===== config.mk =====
export PLATFORM = sky130hd
export DESIGN_NAME = csr_clock_regs
export DESIGN_NICKNAME = d
export VERILOG_FILES = /design/src/common/csr_pkg.sv /design/src/common/csr_evt_if.sv /design/src/rtl/csr_clock_regs.sv /design/src/rtl/csr_int_status.sv
export SDC_FILE = /design/constraint.sdc
export NUM_CORES = 1
export LEC_CHECK = 0
export BUFFER_PORTS_ARGS = -buffer_cell sky130_fd_sc_hd__buf_2
export CORE_ASPECT_RATIO = 0.5
export CORE_MARGIN = 2
export CORE_UTILIZATION = 50
export CTS_CLUSTER_DIAMETER = 80
export DETAILED_ROUTE_END_ITERATION = 10
export GPL_TIMING_DRIVEN = 0
export MAX_ROUTING_LAYER = met4
export PLACE_DENSITY = 0.91
export SLEW_MARGIN = 20
export SYNTH_ARGS = -nofsm -noshare
export SYNTH_HDL_FRONTEND = slang
export SYNTH_HIERARCHICAL = 1
export SYNTH_SLANG_ARGS = --single-unit

===== constraint.sdc =====
create_clock -name ref_clk -period 2.5 [get_ports ref_clk]
set_input_delay 0.25 -clock ref_clk [delete_from_list [all_inputs] [get_ports ref_clk]]
set_output_delay 0.25 -clock ref_clk [all_outputs]
set_load 0.02 [all_outputs]

===== src/common/csr_pkg.sv =====
// Package with register map, field positions and reset values of the clock and mask registers
package csr_pkg;
   localparam int ADDR_W = 7;
   localparam int DATA_W = 8;
   localparam logic [6:0] ADDR_POST_DIV   = 7'h07;
   localparam logic [6:0] ADDR_CLK_SRC    = 7'h08;
   localparam logic [6:0] ADDR_RX_INPUT   = 7'h09;
   localparam logic [6:0] ADDR_INT_MASK   = 7'h0a;
   localparam logic [6:0] ADDR_INT_STATUS = 7'h0b;
   localparam logic [6:0] ADDR_DEV_RESET  = 7'h00;
   // Writable bits of each register
   localparam logic [7:0] MASK_POST_DIV   = 8'h3f;
   localparam logic [7:0] MASK_CLK_SRC    = 8'hf8;
   localparam logic [7:0] MASK_RX_INPUT   = 8'h01;
   localparam logic [7:0] MASK_INT_MASK   = 8'hff;
   // Reset values
   localparam logic [7:0] RST_POST_DIV    = 8'h16;
   localparam logic [7:0] RST_CLK_SRC     = 8'h18;
   localparam logic [7:0] RST_RX_INPUT    = 8'h01;
   localparam logic [7:0] RST_INT_MASK    = 8'h00;
   // Field positions
   localparam int POST_SCALE_LO   = 0;
   localparam int FRAC_EN_BIT     = 2;
   localparam int MCLK_DIV_BIT    = 3;
   localparam int PIN_DIV_LO      = 4;
   localparam int PIN_SRC_BIT     = 3;
   localparam int PIN_EN_BIT      = 4;
   localparam int FILL_BIT        = 5;
   localparam int IGN_INV_BIT     = 6;
   localparam int MCLK_SRC_BIT    = 7;
   localparam int RX_TYPE_BIT     = 0;
   localparam int NUM_EVENTS      = 8;
   // Event index positions
   localparam int EV_INVALID      = 1;
   typedef enum logic [1:0] {
      CSR_IDLE   = 2'b00,
      CSR_WRITE  = 2'b01,
      CSR_RESET  = 2'b11
   } csr_state_t;
endpackage


===== src/common/csr_evt_if.sv =====
// Interface carrying receiver events and mask between the register bank and the status logic
`timescale 1ns/1ps
`default_nettype none
interface csr_evt_if;
   logic [7:0] raw_event;
   logic [7:0] int_mask;
   logic       status_read;
   logic [7:0] status;
   logic       irq;
   modport bank (output raw_event, output int_mask, output status_read,
                 input status, input irq);
   modport stat (input raw_event, input int_mask, input status_read,
                 output status, output irq);
endinterface
`default_nettype wire


===== src/rtl/csr_clock_regs.sv =====
// Clock select, receiver option and interrupt mask registers with parallel address/data strobe register access
`timescale 1ns/1ps
`default_nettype none
module csr_clock_regs #(
   parameter logic [1:0] RX_POST_SCALE = 2'b10
) (
   input  wire logic                        ref_clk,
   input  wire logic                        sys_rst,
   input  wire logic                        wr_en,
   input  wire logic                        rd_en,
   input  wire logic [csr_pkg::ADDR_W-1:0]  addr,
   input  wire logic [csr_pkg::DATA_W-1:0]  wr_data,
   input  wire logic                        rx_mode,
   input  wire logic                        pll_clock_a,
   input  wire logic                        pll_clock_b,
   input  wire logic                        oscillator_clock,
   input  wire logic                        lock_loss_toggle,
   input  wire logic                        invalid_event,
   input  wire logic                        channel_status_update_event,
   input  wire logic                        transmission_error_event,
   input  wire logic                        non_audio_toggle,
   input  wire logic                        copy_permission_toggle,
   input  wire logic                        deemphasis_toggle,
   input  wire logic                        received_rate_toggle,
   input  wire logic                        rx_data_invalid,
   input  wire logic [23:0]                 rx_sample_in,
   output logic      [csr_pkg::DATA_W-1:0]  rd_data,
   output logic      [1:0]                  post_scale_select,
   output logic                             fractional_enable,
   output logic                             master_clock_sel,
   output logic                             master_clock_divider,
   output logic      [1:0]                  clock_pin_divider,
   output logic                             clock_pin_sel,
   output logic                             clock_output_pin_o,
   output logic                             clock_output_pin_oe,
   output logic                             receiver_input_type,
   output logic      [23:0]                 rx_sample_out,
   output logic                             irq_n,
   output logic                             device_reset
);
   import csr_pkg::*;

   csr_evt_if evt ();

   logic [7:0]  post_div_q, post_div_d;
   logic [7:0]  clk_src_q, clk_src_d;
   logic [7:0]  rx_in_q, rx_in_d;
   logic [7:0]  mask_q, mask_d;
   logic [7:0]  rd_data_q, rd_data_d;
   logic [1:0]  post_q, post_d;
   logic        frac_q, frac_d;
   logic        mdiv_q, mdiv_d;
   logic [1:0]  pdiv_q, pdiv_d;
   logic        psel_q, psel_d;
   logic        msel_q, msel_d;
   logic        pin_q, pin_d;
   logic        pin_oe_q, pin_oe_d;
   logic        rxt_q, rxt_d;
   logic [23:0] samp_q, samp_d;
   logic        irq_n_q;
   logic        dev_rst_q;
   csr_state_t  state_q, state_d;
   logic        bank_rst;
   logic        bank_rst_q;

   assign bank_rst = sys_rst || (state_q == CSR_RESET);

   // Reset echo keeps checks quiet on the edge after a bank reset
   always_ff @(posedge ref_clk) begin
      bank_rst_q <= bank_rst;
   end

   // Register access sequencing: a write to the reset address resets the bank
   always_comb begin
      state_d = CSR_IDLE;
      case (state_q)
         CSR_IDLE: begin
            if (wr_en) begin
               state_d = (addr == ADDR_DEV_RESET) ? CSR_RESET : CSR_WRITE;
            end
         end
         CSR_WRITE: begin
            if (wr_en) begin
               state_d = (addr == ADDR_DEV_RESET) ? CSR_RESET : CSR_WRITE;
            end
         end
         CSR_RESET: state_d = CSR_IDLE;
         default:   state_d = CSR_IDLE;
      endcase
   end

   always_comb begin
      post_div_d = post_div_q;
      clk_src_d  = clk_src_q;
      rx_in_d    = rx_in_q;
      mask_d     = mask_q;
      if (wr_en) begin
         case (addr)
            ADDR_POST_DIV: post_div_d = wr_data & MASK_POST_DIV;
            ADDR_CLK_SRC:  clk_src_d  = wr_data & MASK_CLK_SRC;
            ADDR_RX_INPUT: rx_in_d    = wr_data & MASK_RX_INPUT;
            ADDR_INT_MASK: mask_d     = wr_data & MASK_INT_MASK;
            default: begin
            end
         endcase
      end
      case (addr)
         ADDR_POST_DIV:   rd_data_d = post_div_q;
         ADDR_CLK_SRC:    rd_data_d = clk_src_q;
         ADDR_RX_INPUT:   rd_data_d = rx_in_q;
         ADDR_INT_MASK:   rd_data_d = mask_q;
         ADDR_INT_STATUS: rd_data_d = evt.status;
         default:         rd_data_d = 8'h00;
      endcase
      if (!rd_en) begin
         rd_data_d = rd_data_q;
      end
   end

   always_comb begin
      post_d = rx_mode ? RX_POST_SCALE : post_div_q[POST_SCALE_LO +: 2];
      frac_d = post_div_q[FRAC_EN_BIT];
      mdiv_d = post_div_q[MCLK_DIV_BIT] & ~clk_src_q[MCLK_SRC_BIT];
      pdiv_d = clk_src_q[PIN_SRC_BIT] ? 2'b00 : post_div_q[PIN_DIV_LO +: 2];
      msel_d = clk_src_q[MCLK_SRC_BIT];
      psel_d = clk_src_q[PIN_SRC_BIT];
      pin_d  = clk_src_q[PIN_SRC_BIT] ? oscillator_clock : pll_clock_a;
      pin_oe_d = clk_src_q[PIN_EN_BIT];
      rxt_d = rx_in_q[RX_TYPE_BIT];
      samp_d = rx_sample_in;
      if (rx_data_invalid && !clk_src_q[IGN_INV_BIT]) begin
         samp_d = clk_src_q[FILL_BIT] ? 24'h000000 : samp_q;
      end
   end

   assign evt.raw_event = {received_rate_toggle, deemphasis_toggle, copy_permission_toggle,
                           non_audio_toggle, transmission_error_event,
                           channel_status_update_event,
                           invalid_event & ~clk_src_q[IGN_INV_BIT], lock_loss_toggle};
   assign evt.int_mask    = mask_q;
   assign evt.status_read = rd_en && (addr == ADDR_INT_STATUS);

   csr_int_status u_status (
      .ref_clk (ref_clk),
      .rst     (bank_rst),
      .evt     (evt)
   );

   always_ff @(posedge ref_clk) begin
      if (sys_rst) begin
         state_q <= CSR_IDLE;
      end else begin
         state_q <= state_d;
      end
   end

   always_ff @(posedge ref_clk) begin
      if (bank_rst) begin
         post_div_q <= RST_POST_DIV;
         clk_src_q  <= RST_CLK_SRC;
         rx_in_q    <= RST_RX_INPUT;
         mask_q     <= RST_INT_MASK;
         rd_data_q  <= 8'h00;
         post_q     <= RST_POST_DIV[POST_SCALE_LO +: 2];
         frac_q     <= RST_POST_DIV[FRAC_EN_BIT];
         mdiv_q     <= 1'b0;
         pdiv_q     <= 2'b00;
         psel_q     <= RST_CLK_SRC[PIN_SRC_BIT];
         msel_q     <= RST_CLK_SRC[MCLK_SRC_BIT];
         pin_q      <= 1'b0;
         pin_oe_q   <= RST_CLK_SRC[PIN_EN_BIT];
         rxt_q      <= RST_RX_INPUT[RX_TYPE_BIT];
         samp_q     <= 24'h000000;
         irq_n_q    <= 1'b1;
         dev_rst_q  <= 1'b0;
      end else begin
         post_div_q <= post_div_d;
         clk_src_q  <= clk_src_d;
         rx_in_q    <= rx_in_d;
         mask_q     <= mask_d;
         rd_data_q  <= rd_data_d;
         post_q     <= post_d;
         frac_q     <= frac_d;
         mdiv_q     <= mdiv_d;
         pdiv_q     <= pdiv_d;
         psel_q     <= psel_d;
         msel_q     <= msel_d;
         pin_q      <= pin_d;
         pin_oe_q   <= pin_oe_d;
         rxt_q      <= rxt_d;
         samp_q     <= samp_d;
         irq_n_q    <= ~evt.irq;
         dev_rst_q  <= state_d == CSR_RESET;
      end
   end

   assign rd_data              = rd_data_q;
   assign post_scale_select    = post_q;
   assign fractional_enable    = frac_q;
   assign master_clock_divider = mdiv_q;
   assign master_clock_sel     = msel_q;
   assign clock_pin_divider    = pdiv_q;
   assign clock_pin_sel        = psel_q;
   assign clock_output_pin_o   = pin_q;
   assign clock_output_pin_oe  = pin_oe_q;
   assign receiver_input_type  = rxt_q;
   assign rx_sample_out        = samp_q;
   assign irq_n                = irq_n_q;
   assign device_reset         = dev_rst_q;

   a_post_rx_force: assert property (@(posedge ref_clk) disable iff (bank_rst || bank_rst_q)
      rx_mode |=> post_scale_select == RX_POST_SCALE)
      else $error("Post-scale not forced in receive mode");
   a_post_user: assert property (@(posedge ref_clk) disable iff (bank_rst || bank_rst_q)
      !rx_mode |=> post_scale_select == $past(post_div_q[POST_SCALE_LO +: 2]))
      else $error("Post-scale does not follow field");
   a_frac_follow: assert property (@(posedge ref_clk) disable iff (bank_rst || bank_rst_q)
      ##1 fractional_enable == $past(post_div_q[FRAC_EN_BIT]))
      else $error("Fractional enable mismatch");
   a_mdiv_gate: assert property (@(posedge ref_clk) disable iff (bank_rst || bank_rst_q)
      clk_src_q[MCLK_SRC_BIT] |=> !master_clock_divider)
      else $error("Master divider active with oscillator source");
   a_pdiv_gate: assert property (@(posedge ref_clk) disable iff (bank_rst || bank_rst_q)
      clk_src_q[PIN_SRC_BIT] |=> clock_pin_divider == 2'b00)
      else $error("Pin divider active with oscillator source");
   a_pin_src_osc: assert property (@(posedge ref_clk) disable iff (bank_rst || bank_rst_q)
      clk_src_q[PIN_SRC_BIT] |=> clock_output_pin_o == $past(oscillator_clock))
      else $error("Clock pin not from oscillator");
   a_pin_enable: assert property (@(posedge ref_clk) disable iff (bank_rst || bank_rst_q)
      !clk_src_q[PIN_EN_BIT] |=> !clock_output_pin_oe)
      else $error("Clock pin driven while disabled");
   a_zero_fill: assert property (@(posedge ref_clk) disable iff (bank_rst || bank_rst_q)
      (rx_data_invalid && clk_src_q[FILL_BIT] && !clk_src_q[IGN_INV_BIT])
      |=> rx_sample_out == 24'h000000)
      else $error("Zero fill not applied");
   a_ignore_inv: assert property (@(posedge ref_clk) disable iff (bank_rst || bank_rst_q)
      clk_src_q[IGN_INV_BIT] |=> rx_sample_out == $past(rx_sample_in))
      else $error("Invalid flag not ignored");
   a_master_src: assert property (@(posedge ref_clk) disable iff (bank_rst || bank_rst_q)
      ##1 master_clock_sel == $past(clk_src_q[MCLK_SRC_BIT]))
      else $error("Master clock source mismatch");
   a_input_type: assert property (@(posedge ref_clk) disable iff (bank_rst || bank_rst_q)
      ##1 receiver_input_type == $past(rx_in_q[RX_TYPE_BIT]))
      else $error("Input type mismatch");
   a_irq_pair: assert property (@(posedge ref_clk) disable iff (bank_rst || bank_rst_q)
      (lock_loss_toggle && !mask_q[0] && !evt.status_read) |=> ##1 !irq_n)
      else $error("Unmasked lock loss did not raise interrupt");
   a_readback: assert property (@(posedge ref_clk) disable iff (bank_rst || bank_rst_q)
      (wr_en && addr == ADDR_INT_MASK) |=> mask_q == $past(wr_data))
      else $error("Mask register did not store write");
endmodule
`default_nettype wire


===== src/rtl/csr_int_status.sv =====
// Sticky interrupt status with per-event mask
`timescale 1ns/1ps
`default_nettype none
module csr_int_status (
   input  wire logic ref_clk,
   input  wire logic rst,
   csr_evt_if.stat   evt
);
   import csr_pkg::*;
   logic [7:0] status_q;
   logic [7:0] status_d;
   logic       irq_q;
   logic       irq_d;
   logic       rst_q;

   always_comb begin
      status_d = (evt.status_read ? 8'h00 : status_q) | (evt.raw_event & ~evt.int_mask);
      irq_d    = |status_d;
   end

   always_ff @(posedge ref_clk) begin
      if (rst) begin
         status_q <= 8'h00;
         irq_q    <= 1'b0;
      end else begin
         status_q <= status_d;
         irq_q    <= irq_d;
      end
   end

   // Reset echo keeps checks quiet on the edge after a reset
   always_ff @(posedge ref_clk) begin
      rst_q <= rst;
   end

   assign evt.status = status_q;
   assign evt.irq    = irq_q;

   a_masked_no_set: assert property (@(posedge ref_clk) disable iff (rst || rst_q)
      (evt.status_read && (evt.raw_event & ~evt.int_mask) == 8'h00) |=> status_q == 8'h00)
      else $error("Status kept a bit after read with no unmasked event");
   a_event_sets_bit: assert property (@(posedge ref_clk) disable iff (rst || rst_q)
      (evt.raw_event[0] && !evt.int_mask[0]) |=> status_q[0] && irq_q)
      else $error("Unmasked event did not set status");
endmodule
`default_nettype wire


==> insert_results.sql <==
INSERT INTO impl_metrics (metric_group, metric, value, unit) VALUES
('logic_synthesis', 'synth_seq_area_share', '48.62', '%'),
('floorplan', 'die_outline_area', '6946', 'sq um'),
('final_layout', 'final_core_utilization', '66.84', '%'),
('final_layout', 'area_of_all_sequential_standard_cells', '1521', 'sq um'),
('grt', 'global_route.usage.total', '26.44', '%'),
('timing', 'finalMaxSlewViolations', '0', ''),
('drt', 'dr_total_vias', '3014', ''),
('timing', 'layout_min_cycle_time', '2272', 'ps'),
('grt', 'grt_start_max_net_pins', '13', ''),
('timing', 'max_slew_margin', '37.35', '%'),
('final_layout', 'stdcell_count', '546', ''),
('timing', 'layout_worst_path_cycle_share', '90.87', '%'),
('clocking', 'clk_latency', '340', 'ps'),
('grt', 'grt_antenna_before_repair', '0', ''),
('drt', 'post-route-drc-count', '0', ''),
('floorplan', 'initial_core_utilization', '51.67', '%'),
('power_and_ir_drop', 'power', '2.894', 'mW'),
('place', 'placed_cell_area', '3730', 'sq um'),
('clocking', 'clock_tree.htree_level_count', '3', ''),
('grt', 'total_gr_overflow', '0', ''),
('timing', 'setup-tns-final', '0', 'ps'),
('final_layout', 'final_design_area_no_fill', '4048', 'sq um'),
('final_layout', 'drive_gt1_share', '27.29', '%'),
('final_layout', 'multi_input_gate_area', '1463', 'sq um'),
('floorplan', 'ios', '101', ''),
('final_layout', 'filler_cell_count', '504', ''),
('hold_path', 'min_path_type', 'primary input to flip-flop', ''),
('logic_synthesis', 'synth.avg_cell_area', '9.097', 'sq um'),
('timing', 'fin_worst_hold_slack', '88.05', 'ps'),
('grt', 'grt_pass1_wl', '13.10', 'mm'),
('logic_synthesis', 'ys_seq_elements', '76', ''),
('place', 'place.gp.congestion', '0.9290', ''),
('floorplan', 'coreArea', '6056', 'sq um'),
('drt', 'postRouteWirelength', '8.629', 'mm'),
('job', 'max_cap_viol_count', '0', ''),
('floorplan', 'dieHeight', '59.94', 'um'),
('final_layout', 'syn2layout_area_growth', '29.35', '%'),
('clocking', 'cts_buffers', '9', ''),
('timing', 'finalClockSkew', '4.143', 'ps'),
('place', 'port_buffers', '98', ''),
('final_layout', 'nNetsFinal', '509', ''),
('drt', 'drt_pass1_iterations', '5', ''),
('clocking', 'cts.path.max_buffers', '2', ''),
('final_layout', 'insertedDiodeCount', '0', ''),
('timing', 'timing.fmax', '440.2', 'MHz'),
('logic_synthesis', 'syn_nets', '400', ''),
('drt', 'drt_first_iter_violations', '263', ''),
('floorplan', 'rows', '20', ''),
('power_and_ir_drop', 'leakage', '1.726', 'nW'),
('critical_path', 'worst_setup_path_start_kind', 'flip-flop', ''),
('timing', 'hold_violations', '0', ''),
('outcome', 'outcome', 'finished clean', ''),
('clocking', 'cts_hold_buffers', '0', ''),
('power_and_ir_drop', 'power_density', '714.9', 'nW/um^2'),
('clocking', 'cts-root-buf', 'clkbuf_16', ''),
('clocking', 'postCtsSetupBuffers', '0', ''),
('logic_synthesis', 'post_synth_edffs', '0', ''),
('timing', 'final_number_of_setup_violating_endpoints', '0', ''),
('place', 'pre_cts_ws', '282.1', 'ps'),
('place', 'dp_hpwl', '6.300', 'mm'),
('power_and_ir_drop', 'ir_drop', '0.4787', 'mV'),
('critical_path', 'critPathRequiredTime', '2730', 'ps'),
('grt', 'vias_in_the_first_global_route', '2645', ''),
('logic_synthesis', 'synth_async_sr_flop_share', '0', '%'),
('timing', 'timing.final.ws_setup', '228.3', 'ps'),
('clocking', 'post_cts_resize_count', '0', ''),
('drt', 'avgRoutedWirePerCell', '15.80', 'um'),
('logic_synthesis', 'syn_inst', '344', ''),
('logic_synthesis', 'yosysWarnings', '6', ''),
('critical_path', 'crit_arrival', '2500', 'ps'),
('drt', 'vias_per_cell', '5.520', ''),
('timing', 'grt_setup_unrepaired', 'no', ''),
('logic_synthesis', 'ys_types', '41', ''),
('clocking', 'tritoncts_num_sinks', '76', ''),
('clocking', 'tritoncts', 'built', ''),
('critical_path', 'critical_path.max_fanout', '10', ''),
('logic_synthesis', 'dominant_register_cell_in_the_synthesized_netlist', 'dfxtp_1', ''),
('critical_path', 'crit_type', 'flip-flop to flip-flop', ''),
('timing', 'worst_slew_pin_slew', '926.7', 'ps'),
('logic_synthesis', 'syn_area', '3129', 'sq um'),
('critical_path', 'critPathCaptureType', 'flip-flop', ''),
('floorplan', 'fp.dieW', '115.9', 'um'),
('place', 'placed_cells', '530', ''),
('drt', 'ant_nets', '0', ''),
('clocking', 'clkTransAtPathRegs', '60', 'ps');
## cell usage after synthesis (all sizes together), types with 2 or more instances
cell	instances	area, sq um
dfxtp	76	1521
nor3b	6	45.04
o31ai	4	30.03
or4b	2	27.53
and2	3	18.77
o221ai	5	43.79
a22o	2	17.52
and3	3	18.77
inv	14	52.55
or2b	2	15.01
mux2	2	22.52
nor4	4	43.80
o211ai	9	67.56
clkbuf	20	75.07
nor3	3	20.02
nand4	5	31.28
o21ai	11	55.05
nand4b	6	52.55
nand3b	27	202.7
buf	4	17.52
nand2	41	153.9
a221o	3	30.03
o31a	2	17.52
or3	3	18.77
nand2b	17	106.4
nor2b	3	18.77
a22oi	2	15.01
a21oi	35	175.2
nor2	13	48.80
mux2i	10	100.1
## per-layer routing
metal  track usage (%)  wire [um]  vias to the layer above
li1                  -          -                     1442
met1             33.10       3853                     1375
met3             11.05        860                       22
met5                 -          0                        -
met4             8.844        188                        0
met2             38.93       3727                      175
## critical path, stage by stage, from the launching register on
cell	delay (ps)
dfxtp_1	330
a21oi_1	170
inv_1	210
clkbuf_1	350
clkbuf_1	460
clkbuf_1	440
inv_1	90
o31a_1	110
## final cells by class
class | count | share of cell area [%]
Buffer | 24 | 2.287
Clock buffer | 11 | 5.997
Clock inverter | 5 | 1.855
Inverter | 14 | 1.298
Multi-Input combinational cell | 230 | 36.14
Sequential cell | 76 | 37.59
Tap cell | 88 | 2.720
Timing Repair Buffer | 98 | 12.12
## registers in the layout (all words and copies together), names as in the netlist, 2 cells and up
register	count
rx_sample_out	24
post_div_q	6
state_q	2
rd_data	8
post_scale_select	2
clock_pin_divider	2
u_status/evt.status	8
evt.int_mask	8
clk_src_q	5
## layout by cell type, fill, tap and decap left out, types with 10 or more instances in the layout
cell,synthesis,routed
a21oi_1,35,35
buf_2,2,100
clkbuf_1,20,21
dfxtp_1,76,76
inv_1,14,14
mux2i_1,10,10
nand2_1,41,41
nand2b_1,17,17
nand3b_1,27,27
nor2_1,13,13
## power breakdown
part / leakage, nW / switching [mW] / internal, mW / total [mW]
Sequential: 0.621 / 0.0220 / 1.25 / 1.27
Combinational: 0.946 / 0.155 / 0.0963 / 0.251
Clock: 0.159 / 0.478 / 0.895 / 1.37
Total: 1.73 / 0.655 / 2.24 / 2.89
## cell families (layout without fill, tap and decap cells)
kind of cell,Yosys count,in the layout,share of synthesized area (%)
AOI/OAI and AO/OA,74,74,14.83
buffers and inverters,38,152,4.638
DFF,76,76,48.62
muxes,12,12,3.919
and+or+nand+nor,144,144,27.99
## worst paths after layout
path | slack (ps) | from | endpoint | depth (start not counted)
worst max register to register | 230 | state_q[1] | u_status/evt.irq | 7
worst min-delay path | 90 | rx_mode | post_scale_select[0] | 2
worst max-delay path | 230 | state_q[1] | u_status/evt.irq | 7
worst min register to register | 360 | u_status/evt.irq | irq_n | 1
No activity file was read; power rests on OpenSTA's default activity.
